$ cat src/design/synth_clk_pkg.sv
/*
 * Constants for the system clock synthesizer control block: register
 * offsets, field positions, reset values and timing counts.
 * Assumes a 16-bit byte register address and an 8-bit data path.
 */
`default_nettype none
package synth_clk_pkg;
	localparam int ADDR_W = 16;
	localparam logic [15:0] OFS_FB_DIV = 16'h0200;
	localparam logic [15:0] OFS_SRC_CFG = 16'h0201;
	localparam logic [15:0] OFS_NOM_FREQ0 = 16'h0202;
	localparam logic [15:0] OFS_HOLDOFF0 = 16'h0207;
	localparam logic [15:0] OFS_OP_CTRL = 16'h2000;
	localparam logic [15:0] OFS_STATUS = 16'h3001;
	localparam logic [15:0] OFS_XFER = 16'h000F;
	localparam int NOM_FREQ_BYTES = 5;
	localparam int HOLDOFF_BYTES = 3;
	localparam int SRC_DOUBLER_BIT = 0;
	localparam int SRC_PRESCALE_LSB = 1;
	localparam int SRC_XTAL_BIT = 3;
	localparam int OP_CAL_ALL_BIT = 1;
	localparam int OP_CAL_SYNTH_BIT = 2;
	localparam int XFER_BIT = 0;
	localparam int ST_LOCK_BIT = 0;
	localparam int ST_STABLE_BIT = 1;
	localparam int ST_CAL_BUSY_BIT = 2;
	localparam logic [7:0] FB_DIV_RESET = 8'h04;
	localparam logic [7:0] FB_DIV_MIN = 8'h04;
	localparam logic [19:0] HOLDOFF_RESET = 20'h0000A;
	localparam logic [19:0] HOLDOFF_ALL_ONES = 20'hFFFFF;
	localparam int CLK_MHZ = 100;
	localparam int MS_US = 1000;
	localparam int MS_CYCLES = CLK_MHZ * MS_US;
	localparam int CAL_TIME_US = 100;
	localparam int CAL_CYCLES = CLK_MHZ * CAL_TIME_US;
	localparam int LOCK_WIN_NS = 20;
	localparam int LOCK_WIN_CYCLES = (LOCK_WIN_NS * CLK_MHZ + 999) / 1000;
	localparam int LOCK_GOOD_EDGES = 16;
endpackage : synth_clk_pkg
`default_nettype wire

$ cat src/design/synth_clk_ctrl.sv
/*
 * Control and status for the system clock synthesizer: source select,
 * doubler, prescaler, feedback divider, frequency declaration, lock
 * detector, stability hold-off timer and calibration handshake.
 * Assumes reference and feedback edge pulses synchronous to CLK and an
 * analog calibration engine answering with a done pulse.
 */
// The plain strobed port is this design's own decision.
`default_nettype none
module synth_clk_ctrl
	import synth_clk_pkg::*;
#(
	parameter int MS_COUNT = MS_CYCLES,
	parameter int CAL_COUNT = CAL_CYCLES
) (
	// Clock and reset
	input wire logic CLK,
	input wire logic SYS_RST,
	// Register port
	input wire logic [ADDR_W-1:0] ADDR,
	input wire logic [7:0] WDATA,
	input wire logic WR,
	input wire logic RD,
	output logic [7:0] RDATA,
	// Synthesizer loop edges
	input wire logic REF_EDGE,
	input wire logic FB_EDGE,
	// Analog configuration outputs
	output logic XTAL_AMP_EN,
	output logic DOUBLER_EN,
	output logic [1:0] PRESCALE,
	output logic [7:0] FB_DIVIDE,
	output logic [39:0] NOM_FREQ,
	// Calibration handshake
	output logic SYNTH_CAL_START,
	output logic LOOPS_CAL_START,
	input wire logic CAL_DONE,
	// Status toward timekeeping
	output logic SYNTH_LOCK,
	output logic SYNTH_STABLE,
	output logic SYNTH_CAL_BUSY
);
	typedef enum logic [1:0] {
		CAL_IDLE = 2'b00,
		CAL_RUN = 2'b01,
		CAL_WAIT = 2'b10
	} cal_state_t;

	// Staged bytes, applied only by a transfer strobe
	logic [7:0] stage_fb;
	logic [7:0] stage_src;
	logic [7:0] stage_freq [NOM_FREQ_BYTES];
	logic [7:0] stage_hold [HOLDOFF_BYTES];
	logic [7:0] stage_op;
	logic [7:0] src_cfg;
	logic [7:0] op_ctrl;
	logic [7:0] op_prev;
	logic [19:0] holdoff;
	logic xfer;
	logic [31:0] ms_div;
	logic [19:0] ms_count;
	logic [31:0] cal_timer;
	cal_state_t cal_state;
	logic power_cal_pending;
	logic [31:0] edge_gap;
	logic gap_open;
	logic [7:0] good_edges;
	logic lock;
	logic stable;
	logic hold_clear;
	logic ms_tick;
	logic cal_go;
	logic loops_go;
	// Reset value widened to whole staging bytes; the top nibble stays zero
	localparam logic [23:0] HOLD_RESET_BYTES = 24'(HOLDOFF_RESET);

	function automatic logic hit(input logic [ADDR_W-1:0] a, input logic [ADDR_W-1:0] ofs);
		hit = (a == ofs);
	endfunction : hit

	assign xfer = WR && hit(ADDR, OFS_XFER) && WDATA[XFER_BIT];

	// Feedback ratio waits in staging until the next transfer
	always_ff @(posedge CLK) begin
		if (SYS_RST)
			stage_fb <= FB_DIV_RESET;
		else if (WR && hit(ADDR, OFS_FB_DIV))
			stage_fb <= WDATA;
	end

	always_ff @(posedge CLK) begin
		if (SYS_RST)
			stage_src <= 8'h00;
		else if (WR && hit(ADDR, OFS_SRC_CFG))
			stage_src <= WDATA;
	end

	// Request bits stay as written; software clears them itself
	always_ff @(posedge CLK) begin
		if (SYS_RST)
			stage_op <= 8'h00;
		else if (WR && hit(ADDR, OFS_OP_CTRL))
			stage_op <= WDATA;
	end

	// Multi-byte fields: staged per byte, loaded whole on a transfer
	genvar gi;
	generate
		for (gi = 0; gi < NOM_FREQ_BYTES; gi++) begin : g_freq
			always_ff @(posedge CLK) begin
				if (SYS_RST)
					stage_freq[gi] <= 8'h00;
				else if (WR && hit(ADDR, OFS_NOM_FREQ0 + 16'(gi)))
					stage_freq[gi] <= WDATA;
				if (SYS_RST)
					NOM_FREQ[gi*8 +: 8] <= 8'h00;
				else if (xfer)
					NOM_FREQ[gi*8 +: 8] <= stage_freq[gi];
			end
		end
		for (gi = 0; gi < HOLDOFF_BYTES; gi++) begin : g_hold
			always_ff @(posedge CLK) begin
				if (SYS_RST)
					stage_hold[gi] <= HOLD_RESET_BYTES[gi*8 +: 8];
				else if (WR && hit(ADDR, OFS_HOLDOFF0 + 16'(gi)))
					stage_hold[gi] <= WDATA;
			end
		end
	endgenerate

	// Active registers load together, so a half-written setup never reaches the loop
	always_ff @(posedge CLK) begin
		if (SYS_RST)
			FB_DIVIDE <= FB_DIV_RESET;
		else if (xfer)
			FB_DIVIDE <= stage_fb;
	end

	always_ff @(posedge CLK) begin
		if (SYS_RST)
			src_cfg <= 8'h00;
		else if (xfer)
			src_cfg <= stage_src;
	end

	always_ff @(posedge CLK) begin
		if (SYS_RST)
			op_ctrl <= 8'h00;
		else if (xfer)
			op_ctrl <= stage_op;
	end

	// Upper nibble of the top hold-off byte is ignored
	always_ff @(posedge CLK) begin
		if (SYS_RST)
			holdoff <= HOLDOFF_RESET;
		else if (xfer)
			holdoff <= {stage_hold[2][3:0], stage_hold[1], stage_hold[0]};
	end

	assign XTAL_AMP_EN = src_cfg[SRC_XTAL_BIT];
	// Doubler gated by crystal path; guards against a forbidden setting
	assign DOUBLER_EN = src_cfg[SRC_DOUBLER_BIT] & src_cfg[SRC_XTAL_BIT];
	assign PRESCALE = src_cfg[SRC_PRESCALE_LSB +: 2];

	// Previous request bits, for edge detection
	always_ff @(posedge CLK) begin
		if (SYS_RST)
			op_prev <= 8'h00;
		else
			op_prev <= op_ctrl;
	end

	// A request counts on its rising edge only, so a bit left at one fires once
	assign loops_go = op_ctrl[OP_CAL_ALL_BIT] && !op_prev[OP_CAL_ALL_BIT];
	assign cal_go = (cal_state == CAL_IDLE) && (power_cal_pending || loops_go ||
		(op_ctrl[OP_CAL_SYNTH_BIT] && !op_prev[OP_CAL_SYNTH_BIT]));

	// Power-up calibration needs no request from software
	always_ff @(posedge CLK) begin
		if (SYS_RST)
			power_cal_pending <= 1'b1;
		else if (cal_go)
			power_cal_pending <= 1'b0;
	end

	always_ff @(posedge CLK) begin
		if (SYS_RST) begin
			SYNTH_CAL_START <= 1'b0;
			LOOPS_CAL_START <= 1'b0;
		end else begin
			SYNTH_CAL_START <= cal_go;
			LOOPS_CAL_START <= cal_go && loops_go;
		end
	end

	// Calibration sequencer; the timeout covers an engine that never answers
	always_ff @(posedge CLK) begin
		if (SYS_RST) begin
			cal_state <= CAL_IDLE;
			cal_timer <= '0;
		end else begin
			case (cal_state)
				CAL_IDLE: begin
					cal_timer <= '0;
					if (cal_go)
						cal_state <= CAL_RUN;
				end
				CAL_RUN: begin
					cal_timer <= cal_timer + 32'd1;
					if (CAL_DONE || cal_timer >= 32'(CAL_COUNT - 1))
						cal_state <= CAL_WAIT;
				end
				CAL_WAIT: cal_state <= CAL_IDLE;
				default: cal_state <= CAL_IDLE;
			endcase
		end
	end

	assign SYNTH_CAL_BUSY = (cal_state != CAL_IDLE) || power_cal_pending;

	// Lock detector: the next edge of either input must follow the previous edge within window
	always_ff @(posedge CLK) begin
		if (SYS_RST || SYNTH_CAL_BUSY) begin
			edge_gap <= '0;
			gap_open <= 1'b0;
			good_edges <= 8'h00;
			lock <= 1'b0;
		end else begin
			// Edges in one cycle count as a perfect pair
			if (REF_EDGE && FB_EDGE) begin
				gap_open <= 1'b0;
				if (good_edges < 8'(LOCK_GOOD_EDGES))
					good_edges <= good_edges + 8'd1;
				else
					lock <= 1'b1;
			end else if (REF_EDGE || FB_EDGE) begin
				if (gap_open) begin
					gap_open <= 1'b0;
					if (edge_gap <= 32'(LOCK_WIN_CYCLES)) begin
						if (good_edges < 8'(LOCK_GOOD_EDGES))
							good_edges <= good_edges + 8'd1;
						else
							lock <= 1'b1;
					end else begin
						good_edges <= 8'h00;
						lock <= 1'b0;
					end
				end else begin
					gap_open <= 1'b1;
					edge_gap <= '0;
				end
			end else if (gap_open) begin
				edge_gap <= edge_gap + 32'd1;
				if (edge_gap > 32'(LOCK_WIN_CYCLES)) begin
					gap_open <= 1'b0;
					good_edges <= 8'h00;
					lock <= 1'b0;
				end
			end
		end
	end

	assign SYNTH_LOCK = lock;

	// Hold-off timer in milliseconds; losing lock restarts it and a zero period holds it cleared
	assign hold_clear = SYS_RST || !lock || holdoff == 20'h00000;
	assign ms_tick = ms_div >= 32'(MS_COUNT - 1);

	always_ff @(posedge CLK) begin
		if (hold_clear || stable || ms_tick)
			ms_div <= '0;
		else
			ms_div <= ms_div + 32'd1;
	end

	always_ff @(posedge CLK) begin
		if (hold_clear)
			ms_count <= 20'h00000;
		else if (!stable && ms_tick)
			ms_count <= ms_count + 20'd1;
	end

	always_ff @(posedge CLK) begin
		if (hold_clear)
			stable <= 1'b0;
		else if (!stable && ms_tick && ms_count + 20'd1 >= holdoff)
			stable <= 1'b1;
	end

	// Live lock gate: stable falls in the very cycle that lock does
	assign SYNTH_STABLE = stable && lock;

	// Reads return the staged bytes; status is live
	always_ff @(posedge CLK) begin
		if (SYS_RST)
			RDATA <= 8'h00;
		else if (RD) begin
			RDATA <= 8'h00;
			if (hit(ADDR, OFS_FB_DIV))
				RDATA <= stage_fb;
			if (hit(ADDR, OFS_SRC_CFG))
				RDATA <= stage_src;
			if (hit(ADDR, OFS_OP_CTRL))
				RDATA <= stage_op;
			for (int i = 0; i < NOM_FREQ_BYTES; i++)
				if (hit(ADDR, OFS_NOM_FREQ0 + 16'(i)))
					RDATA <= stage_freq[i];
			for (int i = 0; i < HOLDOFF_BYTES; i++)
				if (hit(ADDR, OFS_HOLDOFF0 + 16'(i)))
					RDATA <= stage_hold[i];
			if (hit(ADDR, OFS_STATUS)) begin
				RDATA[ST_LOCK_BIT] <= lock;
				RDATA[ST_STABLE_BIT] <= SYNTH_STABLE;
				RDATA[ST_CAL_BUSY_BIT] <= SYNTH_CAL_BUSY;
			end
		end else
			RDATA <= 8'h00;
	end
endmodule : synth_clk_ctrl
`default_nettype wire

$ cat config.mk
export PLATFORM = sky130hd
export DESIGN_NAME = synth_clk_ctrl
export DESIGN_NICKNAME = d
export VERILOG_FILES = /design/src/design/synth_clk_pkg.sv /design/src/design/synth_clk_ctrl.sv
export SDC_FILE = /design/constraint.sdc
export NUM_CORES = 1
export LEC_CHECK = 0
export ABC_AREA = 1
export BUFFER_PORTS_ARGS = -buffer_cell sky130_fd_sc_hd__buf_4
export CAP_MARGIN = 40
export CORE_MARGIN = 4
export CORE_UTILIZATION = 60
export CTS_CLUSTER_SIZE = 28
export DETAILED_ROUTE_END_ITERATION = 10
export GPL_TIMING_DRIVEN = 0
export MAX_ROUTING_LAYER = met4
export PLACE_DENSITY_LB_ADDON = 0.12
export RECOVER_POWER = 50
export SYNTH_ARGS = -nofsm -noshare
export SYNTH_HDL_FRONTEND = slang
export SYNTH_SLANG_ARGS = --single-unit
$ cat constraint.sdc
create_clock -name CLK -period 4.4 [get_ports CLK]
set_input_delay 1.1 -clock CLK [delete_from_list [all_inputs] [get_ports CLK]]
set_output_delay 1.1 -clock CLK [all_outputs]
set_load 0.005 [all_outputs]
==> metrics.txt <==
router iterations before antenna repair=6; PnR worst setup slack=~950 ps; worst slew margin relative to its limit=around 52%; cell taking the most area after synthesis=sky130_fd_sc_hd__dfxtp_1; Synth cell types=53; Num CTS Buffers=31; largest net degree at the start of global routing=17; Critical Path Sink Type=flop; first-pass GRT wire length=58.6 mm; slew at the pin closest to its max-slew limit=roughly 720 ps; clock tree from TritonCTS=done; number of buffers inserted by post-CTS setup repair=0; worst endpoint data arrival time=slightly below 4000 ps; commonest non-fill, non-tap cells in the layout=sky130_fd_sc_hd__nor2_1, sky130_fd_sc_hd__dfxtp_1, sky130_fd_sc_hd__nand2_1; number of H-tree branching levels=1; vias in the first global route=11700; proportion of netlist area held by the largest area contributor=35.3%; vias per cell=5.72; clock latency on the worst-skew pair=570 ps; leakage power total=6.36 nW; overall via count from detail_route=around 12000; register bit count reported by yosys=304; overall track demand over capacity in global routing=between 20% and 30%; kind of path behind the tightest hold check=reg -> reg; post-layout instance area=approximately 0.016 mm2; die area=between 0.02 and 0.03 mm2; fraction of final layout cells with drive strength greater than 1=10.3%; port bufs=94; most used flip-flop cell after synthesis=sky130_fd_sc_hd__dfxtp_1; per-cell routed wire length=16.8 um; final clock skew=29.3 ps; Cell Count Post-Placement=2128; number of warning messages in the yosys log=0; FMAX=290 MHz; number of gates resized after CTS=0; final count of hold timing violations=0; Inserted Diodes=0; Core Footprint=0.0221 mm2; number of flops mapped to enable cells by yosys=64; number of standard cells after synthesis=1733; CTS hold repair buffers=0; maximum count of clock buffers along a single path=3; Avg Inst Size Synth=7.85 um2; Final Net Count=1938; summed negative setup slack over all endpoints=0 ps; starting utilization of the core area=roughly three fifths; final WL=36.7 mm; width of the die=159 um; cell at the root of the clock tree=sky130_fd_sc_hd__clkbuf_16; critical path required time=4830 ps; number of DRC violations after detailed-routing iteration 0=between 1000 and 1500; Area growth syn-to-layout=15.7%; row count=between 50 and 60; setup repair after global routing missed its margin=false; Pwr Density=373 mW/mm2; final number of setup-violating endpoints=0; status=completed; Final period util=78.4%; Final Critical Period=between 3000 and 4000 ps; DRC errors left=0; most common cell after layout, fill and taps aside=sky130_fd_sc_hd__nor2_1; worst hold slack=427 ps; DRT antenna net count=0; antenna violations before repair=0; Syn Std Cell Area=0.0136 mm2; largest vdd supply drop=0.282 mV; HPWL after DPL=roughly 26 mm; grt ovf=0; register clock-pin slew on the reported worst setup and hold paths=60 ps; worst setup timing slack at the placement stage=934 ps; count of non-filler cells in the finished layout=between 2000 and 2500; Slew Viols, Final=0; count of boundary I/O pins=96; y dimension of the die=between 150 and 200 um; fraction of registers with async set or reset after synthesis=0%; Post-DP Area=0.0148 mm2; critical path class=in -> reg; clk sinks=304; global placer's final weighted congestion=0.950; number of maximum-capacitance violations=0; post-synthesis sequential area ratio=49.4%; kind of start point of the critical path=input pin; top cells by area, synth=sky130_fd_sc_hd__dfxtp_1, sky130_fd_sc_hd__edfxtp_1, sky130_fd_sc_hd__nor2_1; critical path fanouts, max=8
final cells by class:
cell class	instances	area, um2
clock buffers	37	848
clock inverters	20	243
plain buffers	49	201
fillers	1767	6350
inverters	246	925
flip-flops and latches	304	6730
multi-input cells	1148	5730
repair buffers	101	722
well taps	280	350
final timing paths:
check	from	endpoint	slack [ps]	cells past startpoint
min reg2reg	good_edges[6]	good_edges[6]	430	2
max	ADDR[15]	RDATA[7]	950	18
max reg2reg	ms_count[0]	stable	1480	13
min	good_edges[6]	good_edges[6]	430	2
per-layer routing:
metal | routed length (um) | share of wire [%] | up-vias | track usage (%)
met2 | 17100 | 47 | 576 | 48.6
met1 | 15300 | 42 | 5778 | 38.7
met4 | 1240 | 3.4 | 0 | 9.46
met3 | 3070 | 8.4 | 87 | 4.57
met5 | 0 | 0 | - | -
li1 | - | - | 6048 | -
stage by stage:
stage | utilization [%] | power [mW]
floorplan | - | 3.07
global placement | 66.6 | 3.16
finish | 71.3 | 5.87
detailed placement | 66.8 | 3.16
CTS | 71.7 | 5.89
global route | 71.3 | 6.03
synth_stat cells (2+ instances only):
library cell                 n
sky130_fd_sc_hd__nor3_2      6
sky130_fd_sc_hd__dfxtp_1   240
sky130_fd_sc_hd__nor2_2     10
sky130_fd_sc_hd__nand3_1    59
sky130_fd_sc_hd__nand2_2     7
sky130_fd_sc_hd__o22ai_1     3
sky130_fd_sc_hd__buf_2      12
sky130_fd_sc_hd__nor4_1     32
sky130_fd_sc_hd__nor3_1     36
sky130_fd_sc_hd__clkbuf_1   33
sky130_fd_sc_hd__xor2_1     19
sky130_fd_sc_hd__buf_1       2
sky130_fd_sc_hd__o21a_1      3
sky130_fd_sc_hd__a211oi_1    7
sky130_fd_sc_hd__nor3b_1     7
sky130_fd_sc_hd__nor2_4      6
sky130_fd_sc_hd__clkinv_1   12
sky130_fd_sc_hd__o21ai_0   175
sky130_fd_sc_hd__xnor2_1     4
sky130_fd_sc_hd__or4_1       2
sky130_fd_sc_hd__nand2_1   228
sky130_fd_sc_hd__a221oi_1    2
sky130_fd_sc_hd__nand3_2     4
sky130_fd_sc_hd__ha_1       26
sky130_fd_sc_hd__inv_2       5
sky130_fd_sc_hd__a31oi_1     3
sky130_fd_sc_hd__nand4_1    37
sky130_fd_sc_hd__o211ai_1    6
sky130_fd_sc_hd__edfxtp_1   64
sky130_fd_sc_hd__inv_1     228
sky130_fd_sc_hd__a21oi_1   181
sky130_fd_sc_hd__o21ai_1     7
sky130_fd_sc_hd__or2_2       2
sky130_fd_sc_hd__nor2_1    245
sky130_fd_sc_hd__buf_4       2
kinds of logic (layout without fill, tap and decap cells):
logic type | count (synthesis) | after routing | synth area share [%]
fa+ha+maj | 26 | 26 | 2.39
compound gates | 394 | 394 | 15.1
buf+inv | 295 | 453 | 8.31
xor+xnor | 23 | 23 | 1.48
simple gates | 690 | 690 | 23.3
flops | 304 | 304 | 49.4
other cells | 1 | 15 | 0.0276
power by group:
group,total (mW),leakage (nW),switching (mW),internal (mW)
combinational,0.199,3.29,0.147,0.0516
clock,2.76,0.522,1.14,1.62
sequential,2.91,2.55,0.0212,2.89
state kept, by name (all words and copies together) (netlist names), 2 cells and up:
register,cells
holdoff,20
stage_freq,40
cal_timer,32
good_edges,8
stage_src,8
cal_state,2
edge_gap,32
RDATA,8
NOM_FREQ,40
ms_count,20
stage_hold,24
op_prev,2
ms_div,32
stage_fb,8
src_cfg,4
stage_op,8
FB_DIVIDE,8
op_ctrl,2
critical path: stages:
cell and delay (ps):
sky130_fd_sc_hd__clkbuf_4 110, sky130_fd_sc_hd__nor2_1 250, sky130_fd_sc_hd__nand2_1 150, sky130_fd_sc_hd__nor2_1 320
sky130_fd_sc_hd__inv_1 290, sky130_fd_sc_hd__nor2_8 200, sky130_fd_sc_hd__nand3_1 200, sky130_fd_sc_hd__clkinvlp_2 280
sky130_fd_sc_hd__nor2_1 80, sky130_fd_sc_hd__nand2_1 110, sky130_fd_sc_hd__nand2_1 60, sky130_fd_sc_hd__nand2_1 70
sky130_fd_sc_hd__nand2_1 70, sky130_fd_sc_hd__nand2_1 90, sky130_fd_sc_hd__nand2_1 80, sky130_fd_sc_hd__nand2_1 80
sky130_fd_sc_hd__nand2_1 50, sky130_fd_sc_hd__a21oi_1 280
(Power assumes the default switching activity.)
